--- src/rhbw_pkg.sv ---
package rhbw_pkg;

  // ****************************************
  // Widths
  // ****************************************
  localparam int RHBW_BUS_W = 8;

  // ****************************************
  // Reset values and interrupt drive level
  // ****************************************
  localparam logic [RHBW_BUS_W-1:0] RHBW_BUS_RST  = 8'h00;
  localparam logic                  RHBW_PWR_RST  = 1'b0;
  localparam logic                  RHBW_IRQ_LVL  = 1'b0;

  // ****************************************
  // Carriers
  // ****************************************
  typedef struct packed {
    logic addr_strobe;
    logic chip_sel_n;
    logic read_strobe_n;
    logic write_strobe_n;
    logic kickstart_n;
    logic supply_sel;
    logic vcc_present;
  } rhbw_ctl_t;

  localparam rhbw_ctl_t RHBW_CTL_IDLE = '{
    addr_strobe:    1'b0,
    chip_sel_n:     1'b1,
    read_strobe_n:  1'b1,
    write_strobe_n: 1'b1,
    kickstart_n:    1'b1,
    supply_sel:     1'b0,
    vcc_present:    1'b0
  };

  typedef struct packed {
    logic [RHBW_BUS_W-1:0] addr;
    logic [RHBW_BUS_W-1:0] data;
    logic                  we;
    logic                  re;
  } rhbw_req_t;

  localparam rhbw_req_t RHBW_REQ_RST = '{
    addr: RHBW_BUS_RST,
    data: RHBW_BUS_RST,
    we:   1'b0,
    re:   1'b0
  };

  typedef enum logic [1:0] {
    RHBW_IDLE,
    RHBW_READ,
    RHBW_WRITE
  } rhbw_bus_st_t;

endpackage
--- src/rhbw_host_port.sv ---
`timescale 1ns/1ps

// What this block does
// - With main supply absent, kickstart (when aux_battery_enable is set) or wake interrupt asserts power-on output.
// - With main supply present, software power bit sets the power-on output.
// - Kickstart falling edge without main supply requests system power-on when aux_battery_enable is set.
// - With main supply present, kickstart falling edge is an interrupt source.
// - Address strobe without chip select latches address, moves no data.
// - Address is latched from the bus on address strobe falling edge.
// - Bus data is written to the addressed register as the write strobe rises.
// - Bus drivers are enabled with read data only while read strobe low.
// - Supply select high gives fixed 5V mode, else autosense mode.
// - Interrupt output is low while any enabled status flag is set.
// - Interrupt output floats whenever no enabled condition exists.
// - Interrupt output is active-low open drain, shareable on a wire.
// - Read ends and bus floats as the read strobe rises.
// - Same eight lines carry address first, then data.
module rhbw_host_port (
  // Clock and reset
  input  wire logic                              clk_sys,
  input  wire logic                              rst_n,
  // Host bus pins
  input  wire logic                              addr_strobe,
  input  wire logic                              chip_sel_n,
  input  wire logic                              read_strobe_n,
  input  wire logic                              write_strobe_n,
  input  wire logic [rhbw_pkg::RHBW_BUS_W-1:0]   muxed_addr_data_bus_i,
  output logic      [rhbw_pkg::RHBW_BUS_W-1:0]   muxed_addr_data_bus_o,
  output logic                                   muxed_addr_data_bus_oe,
  // Register side
  output rhbw_pkg::rhbw_req_t                    reg_req,
  input  wire logic [rhbw_pkg::RHBW_BUS_W-1:0]   reg_rdata,
  // Interrupt request
  input  wire logic [rhbw_pkg::RHBW_BUS_W-1:0]   irq_flags,
  input  wire logic [rhbw_pkg::RHBW_BUS_W-1:0]   irq_enables,
  output logic                                   irq_n_o,
  output logic                                   irq_n_oe,
  // Power control
  input  wire logic                              vcc_present,
  input  wire logic                              kickstart_n,
  input  wire logic                              wake_irq,
  input  wire logic                              aux_battery_enable,
  input  wire logic                              sw_power_on,
  output logic                                   power_on_request_n,
  output logic                                   kickstart_irq,
  // Supply select
  input  wire logic                              supply_sel,
  output logic                                   fixed_5v_mode,
  output logic                                   autosense_mode
);
  import rhbw_pkg::*;

  // ****************************************
  // Input synchronisers
  // ****************************************
  rhbw_ctl_t             ctl_pin;
  rhbw_ctl_t             ctl_s1_q;
  rhbw_ctl_t             ctl_s2_q;
  rhbw_ctl_t             ctl_s3_q;
  logic [RHBW_BUS_W-1:0] bus_s1_q;
  logic [RHBW_BUS_W-1:0] bus_s2_q;

  always_comb begin
    ctl_pin                = RHBW_CTL_IDLE;
    ctl_pin.addr_strobe    = addr_strobe;
    ctl_pin.chip_sel_n     = chip_sel_n;
    ctl_pin.read_strobe_n  = read_strobe_n;
    ctl_pin.write_strobe_n = write_strobe_n;
    ctl_pin.kickstart_n    = kickstart_n;
    ctl_pin.supply_sel     = supply_sel;
    ctl_pin.vcc_present    = vcc_present;
  end

  always_ff @(posedge clk_sys or negedge rst_n) begin
    if (!rst_n) begin
      ctl_s1_q <= RHBW_CTL_IDLE;
      ctl_s2_q <= RHBW_CTL_IDLE;
      ctl_s3_q <= RHBW_CTL_IDLE;
      bus_s1_q <= RHBW_BUS_RST;
      bus_s2_q <= RHBW_BUS_RST;
    end else begin
      ctl_s1_q <= ctl_pin;
      ctl_s2_q <= ctl_s1_q;
      ctl_s3_q <= ctl_s2_q;
      bus_s1_q <= muxed_addr_data_bus_i;
      bus_s2_q <= bus_s1_q;
    end
  end

  // ****************************************
  // Edge detection
  // ****************************************
  logic ale_fall;
  logic rd_fall;
  logic wr_fall;
  logic ks_fall;
  logic selected;

  always_comb begin
    ale_fall = ctl_s3_q.addr_strobe & ~ctl_s2_q.addr_strobe;
    rd_fall  = ctl_s3_q.read_strobe_n & ~ctl_s2_q.read_strobe_n;
    wr_fall  = ctl_s3_q.write_strobe_n & ~ctl_s2_q.write_strobe_n;
    ks_fall  = ctl_s3_q.kickstart_n & ~ctl_s2_q.kickstart_n;
    selected = ~ctl_s2_q.chip_sel_n;
  end

  // ****************************************
  // Bus cycle engine
  // ****************************************
  rhbw_bus_st_t          st_q;
  rhbw_bus_st_t          st_d;
  rhbw_req_t             req_q;
  rhbw_req_t             req_d;
  logic [RHBW_BUS_W-1:0] wdata_q;
  logic [RHBW_BUS_W-1:0] wdata_d;
  logic [RHBW_BUS_W-1:0] dout_q;
  logic [RHBW_BUS_W-1:0] dout_d;
  logic                  oe_q;
  logic                  oe_d;

  always_comb begin
    st_d    = st_q;
    req_d   = req_q;
    req_d.we = 1'b0;
    req_d.re = 1'b0;
    wdata_d = wdata_q;
    dout_d  = dout_q;
    oe_d    = 1'b0;
    if (ale_fall) begin
      req_d.addr = bus_s2_q;
    end
    case (st_q)
      RHBW_IDLE: begin
        if (rd_fall && selected) begin
          st_d     = RHBW_READ;
          req_d.re = 1'b1;
        end else if (wr_fall && selected) begin
          st_d    = RHBW_WRITE;
          wdata_d = bus_s2_q;
        end
      end
      RHBW_READ: begin
        if (ctl_s2_q.read_strobe_n || !selected) begin
          st_d = RHBW_IDLE;
        end else begin
          oe_d   = 1'b1;
          dout_d = reg_rdata;
        end
      end
      RHBW_WRITE: begin
        if (!selected) begin
          st_d = RHBW_IDLE;
        end else if (ctl_s2_q.write_strobe_n) begin
          st_d       = RHBW_IDLE;
          req_d.we   = 1'b1;
          req_d.data = wdata_q;
        end else begin
          wdata_d = bus_s2_q;
        end
      end
      default: begin
        st_d = RHBW_IDLE;
      end
    endcase
  end

  always_ff @(posedge clk_sys or negedge rst_n) begin
    if (!rst_n) begin
      st_q    <= RHBW_IDLE;
      req_q   <= RHBW_REQ_RST;
      wdata_q <= RHBW_BUS_RST;
      dout_q  <= RHBW_BUS_RST;
      oe_q    <= 1'b0;
    end else begin
      st_q    <= st_d;
      req_q   <= req_d;
      wdata_q <= wdata_d;
      dout_q  <= dout_d;
      oe_q    <= oe_d;
    end
  end

  assign reg_req                = req_q;
  assign muxed_addr_data_bus_o  = dout_q;
  assign muxed_addr_data_bus_oe = oe_q;

  // ****************************************
  // Interrupt request and supply mode
  // ****************************************
  logic irq_oe_q;
  logic irq_oe_d;
  logic fixed_q;
  logic fixed_d;
  logic auto_q;
  logic auto_d;

  always_comb begin
    irq_oe_d = |(irq_flags & irq_enables);
    fixed_d  = ctl_s2_q.supply_sel;
    auto_d   = ~ctl_s2_q.supply_sel;
  end

  always_ff @(posedge clk_sys or negedge rst_n) begin
    if (!rst_n) begin
      irq_oe_q <= 1'b0;
      fixed_q  <= 1'b0;
      auto_q   <= 1'b1;
    end else begin
      irq_oe_q <= irq_oe_d;
      fixed_q  <= fixed_d;
      auto_q   <= auto_d;
    end
  end

  assign irq_n_o        = RHBW_IRQ_LVL;
  assign irq_n_oe       = irq_oe_q;
  assign fixed_5v_mode  = fixed_q;
  assign autosense_mode = auto_q;

  // ****************************************
  // Power-on and kickstart
  // ****************************************
  logic pwr_n_q;
  logic pwr_n_d;
  logic ks_irq_q;
  logic ks_irq_d;

  always_comb begin
    pwr_n_d  = pwr_n_q;
    ks_irq_d = 1'b0;
    if (ctl_s2_q.vcc_present) begin
      pwr_n_d  = ~sw_power_on;
      ks_irq_d = ks_fall;
    end else if ((ks_fall && aux_battery_enable) || wake_irq) begin
      pwr_n_d  = 1'b0;
    end
  end

  always_ff @(posedge clk_sys or negedge rst_n) begin
    if (!rst_n) begin
      pwr_n_q  <= ~RHBW_PWR_RST;
      ks_irq_q <= 1'b0;
    end else begin
      pwr_n_q  <= pwr_n_d;
      ks_irq_q <= ks_irq_d;
    end
  end

  assign power_on_request_n = pwr_n_q;
  assign kickstart_irq      = ks_irq_q;

  // ****************************************
  // Assertions
  // ****************************************
  property p_addr_capture;
    @(posedge clk_sys) disable iff (!rst_n)
      ale_fall |=> (reg_req.addr == $past(bus_s2_q));
  endproperty
  a_addr_capture: assert property (p_addr_capture)
    else $error("address not latched on strobe fall");

  property p_no_data_unselected;
    @(posedge clk_sys) disable iff (!rst_n)
      (reg_req.we || reg_req.re) |-> !$past(ctl_s2_q.chip_sel_n);
  endproperty
  a_no_data_unselected: assert property (p_no_data_unselected)
    else $error("data moved without chip select");

  property p_oe_in_read;
    @(posedge clk_sys) disable iff (!rst_n)
      muxed_addr_data_bus_oe |-> $past(!ctl_s2_q.read_strobe_n && !ctl_s2_q.chip_sel_n);
  endproperty
  a_oe_in_read: assert property (p_oe_in_read)
    else $error("bus driven outside read strobe");

  property p_read_release;
    @(posedge clk_sys) disable iff (!rst_n)
      (st_q == RHBW_READ && ctl_s2_q.read_strobe_n) |=> !muxed_addr_data_bus_oe [*2];
  endproperty
  a_read_release: assert property (p_read_release)
    else $error("bus not released after read");

  property p_write_commit;
    @(posedge clk_sys) disable iff (!rst_n)
      (st_q == RHBW_WRITE && ctl_s2_q.write_strobe_n && !ctl_s2_q.chip_sel_n)
        |=> reg_req.we && (reg_req.data == $past(wdata_q)) ##1 !reg_req.we;
  endproperty
  a_write_commit: assert property (p_write_commit)
    else $error("write not committed at strobe end");

  property p_irq_assert;
    @(posedge clk_sys) disable iff (!rst_n)
      (|(irq_flags & irq_enables)) |=> (irq_n_oe && !irq_n_o);
  endproperty
  a_irq_assert: assert property (p_irq_assert)
    else $error("interrupt not driven low");

  property p_irq_float;
    @(posedge clk_sys) disable iff (!rst_n)
      !(|(irq_flags & irq_enables)) |=> !irq_n_oe;
  endproperty
  a_irq_float: assert property (p_irq_float)
    else $error("interrupt driven with no condition");

  property p_ks_wake;
    @(posedge clk_sys) disable iff (!rst_n)
      (!ctl_s2_q.vcc_present && aux_battery_enable && ks_fall) |=> !power_on_request_n;
  endproperty
  a_ks_wake: assert property (p_ks_wake)
    else $error("kickstart did not request power");

  property p_ks_irq;
    @(posedge clk_sys) disable iff (!rst_n)
      (ctl_s2_q.vcc_present && ks_fall) |=> kickstart_irq ##1 !kickstart_irq;
  endproperty
  a_ks_irq: assert property (p_ks_irq)
    else $error("kickstart interrupt pulse missing");

  property p_sw_power;
    @(posedge clk_sys) disable iff (!rst_n)
      ctl_s2_q.vcc_present |=> (power_on_request_n == !$past(sw_power_on));
  endproperty
  a_sw_power: assert property (p_sw_power)
    else $error("power output ignores software bit");

  property p_supply_mode;
    @(posedge clk_sys) disable iff (!rst_n)
      $changed(ctl_s2_q.supply_sel)
        |=> (fixed_5v_mode == $past(ctl_s2_q.supply_sel)) && (autosense_mode != fixed_5v_mode);
  endproperty
  a_supply_mode: assert property (p_supply_mode)
    else $error("supply mode does not follow select");

endmodule

--- config.mk ---
export PLATFORM = sky130hd
export DESIGN_NAME = rhbw_host_port
export DESIGN_NICKNAME = d
export VERILOG_FILES = /design/src/rhbw_pkg.sv /design/src/rhbw_host_port.sv
export SDC_FILE = /design/constraint.sdc
export NUM_CORES = 1
export LEC_CHECK = 0
export BUFFER_PORTS_ARGS = -buffer_cell sky130_fd_sc_hd__buf_2
export CAP_MARGIN = 25
export CORE_MARGIN = 2
export CORE_UTILIZATION = 53
export CTS_CLUSTER_DIAMETER = 100
export CTS_CLUSTER_SIZE = 8
export DETAILED_ROUTE_END_ITERATION = 7
export PLACE_DENSITY = 0.89
export SETUP_SLACK_MARGIN = 0.5
export SYNTH_ARGS = -nofsm -noshare
export SYNTH_HDL_FRONTEND = slang
export SYNTH_SLANG_ARGS = --single-unit
--- constraint.sdc ---
create_clock -name clk_sys -period 2.9 [get_ports clk_sys]
set_input_delay 0.58 -clock clk_sys [delete_from_list [all_inputs] [get_ports clk_sys]]
set_output_delay 0.58 -clock clk_sys [all_outputs]
set_load 0.1 [all_outputs]
==> results.cfg <==
[status]
status = finished, final reports clean

[place]
dpl-instance-area_mm2 = 0.00290
place.gp.congestion = 0.717
hpwl_mm = 3.00
dp_cells = 262
port_buffers = 75

[synth]
synth.top_cells.by_area = dfrtp_1 (64%), mux2_2 (15%), dfstp_2 (14%)
synthDistinctLibCells = 25
synth.yosys.seq_area_share = 0.775
netlist.area_leader.share = 0.637
synth_top_area_cell = dfrtp_1
synth.cell_area_mm2 = 0.00247
syn-num-nets = 182
syn_inst = 138
ys_warn_count = 0
syn_area_per_cell_um2 = 17.9
synth_seq_cells = 76

[critical_path]
end_kind = register
r2r_slack_ns = 1.0
critPathKind = register to register
required_ns = 3.11
crit_path_start_kind = register
path_max_fanout = 11
crit_arrival_ns = 2.11

[timing]
layout_min_cycle_time_ns = 1.90
max_freq_mhz = 526
tns_ns = 0
worst_slew_pin_slew_ns = 0.887
hold_violations = 0
slew-limit-headroom = 0.408
rsz0062_at_grt = false
period_share = 0.656
drv_slew = 0
skew_ns = 0.00705
setup_violations = 0

[die]
die_h_um = 72.3
rows = 24
ios = 77
core-area_mm2 = 0.00441
start_util = 0.560
die_area_mm2 = 0.00523
die_width_um = 72.3

[power_and_ir_drop]
p_per_area_mw_per_mm2 = 1140
ir_worst_vdd_mv = 0.594
leakage_nw = 1.50
power_mw = 3.54

[route]
wl_mm = 4.18
ant_nets = 0
vias = 1393
drt_iter0_drc = 71
first_pass_iters = 4
drc = 0
wire_per_inst_um = 15.0
avgViaCountPerCell = 5.01

[clock_network]
clk_pin_slew_ns = 0.07
cts_tree = yes
clock-sinks = 76
worst_skew_pair.late_latency_ns = 0.32
clock_path_buffers = 2
post_cts_buffers = 0
cts_buffers = 9
ctsRootBufferMaster = clkbuf_8
cts_hold_buffers = 0
htreeDepth = 3
cts_resized = 0

[flow_run]
cap_violations = 0

[finish]
post-route-cell-area_mm2 = 0.00311
post-route-util = 0.704
diodes = 0
drive_gt1_frac = 0.619
finalNetCount = 265
final_cells = 278
syn2layout_area_growth_pct = 25.5

[global_route]
gr-usage-all-layers = 0.183
gr-total-overflow = 0
grt_pass1_vias = 1475
grt_pass1_wl_mm = 6.90
antenna_found_initial = 0
grt_max_degree = 77

[worst_hold_path]
min_path_type = register to register
## path summary, 6_finish.rpt
check / depth (start not counted) / startpoint / to
setup / recovery: 5 / st_q[1] / wdata_q[1]
hold reg to reg: 0 / bus_s1_q[3] / bus_s2_q[3]
setup reg to reg: 5 / st_q[1] / wdata_q[1]
max in group asynchronous: 1 / rst_n / muxed_addr_data_bus_o[4]
hold / removal: 0 / bus_s1_q[3] / bus_s2_q[3]
min in group asynchronous: 1 / rst_n / ctl_s1_q[0]
## sequential cells by signal, indices dropped and copies added (netlist names), 2 cells and up
register	count
muxed_addr_data_bus_o	8
wdata_q	8
ctl_s3_q	4
bus_s2_q	8
bus_s1_q	8
ctl_s2_q	6
ctl_s1_q	7
st_q	2
reg_req	18
## where the power goes
group | leakage (nW) | internal (mW) | total, mW | switching, mW
combinational | 0.507 | 0.266 | 1.38 | 1.11
clock | 0.102 | 0.442 | 0.784 | 0.342
sequential | 0.893 | 1.28 | 1.38 | 0.106
## cells in the final DEF (no fill, tap or decap), types with 2 or more instances in the layout
cell type and instances:
buf_2 74, dfrtp_1 63, mux2_2 32, dfstp_2 13, clkbuf_8 11, a22oi_1 4
nor2_1 3, nor2b_1 2, inv_1 2, clkinv_2 2, buf_4 2
## per-layer routing
layer / vias to the layer above / global-route usage / part of all wire
li1: 639 / - / -
met1: 712 / 0.216 / 0.38
met2: 38 / 0.301 / 0.56
met3: 4 / 0.0389 / 0.037
met4: 0 / 0.128 / 0.018
met5: - / 0 / 0
## worst max-delay path, stage by stage (launching register included)
cell and delay [ns]:
dfrtp_1 0.44, nor4b_2 0.28, buf_4 0.23, a221oi_2 0.05, nor2_2 0.38, mux2_2 0.40
## synth_stat cells
library cell / n
clkbuf_1: 1
o21ai_0: 1
nor2_2: 1
nor2_1: 3
nor2b_1: 2
a221oi_2: 1
conb_1: 1
dfrtp_1: 63
mux2_2: 32
and3b_1: 1
nor3b_1: 1
inv_1: 2
buf_4: 1
dfstp_2: 13
nand3b_1: 1
nor4b_2: 1
nand4_1: 1
buf_2: 2
a31oi_1: 1
or3b_1: 1
or2_2: 1
nand3_1: 1
nor3_1: 1
a22oi_1: 4
nand2b_1: 1
## cells by family (layout without fill, tap and decap cells)
| logic type | after synthesis | in the layout | share of synthesized area |
|---|---|---|---|
| compound gates | 7 | 7 | 0.0228 |
| buf+inv | 6 | 94 | 0.0116 |
| flops | 76 | 76 | 0.775 |
| mux | 32 | 32 | 0.146 |
| other cells | 1 | 1 | 0.00152 |
| simple gates | 16 | 16 | 0.0430 |
## cell type report
type | instances | area (µm²)
Sequential cell | 76 | 1920
Fill cell | 298 | 1310
Multi-Input combinational cell | 56 | 527
Timing Repair Buffer | 76 | 385
Clock buffer | 12 | 155
Tap cell | 52 | 65.1
Clock inverter | 4 | 47.5
Inverter | 2 | 7.51
## through the flow
step	worst slack (ns)	hold WS (ns)
floorplan	1.26	0.284
global placement	1.07	0.332
detailed placement	0.996	0.335
CTS	0.975	0.331
global route	0.878	0.321
finish	0.997	0.349
Power figures use the tool's default switching activity.
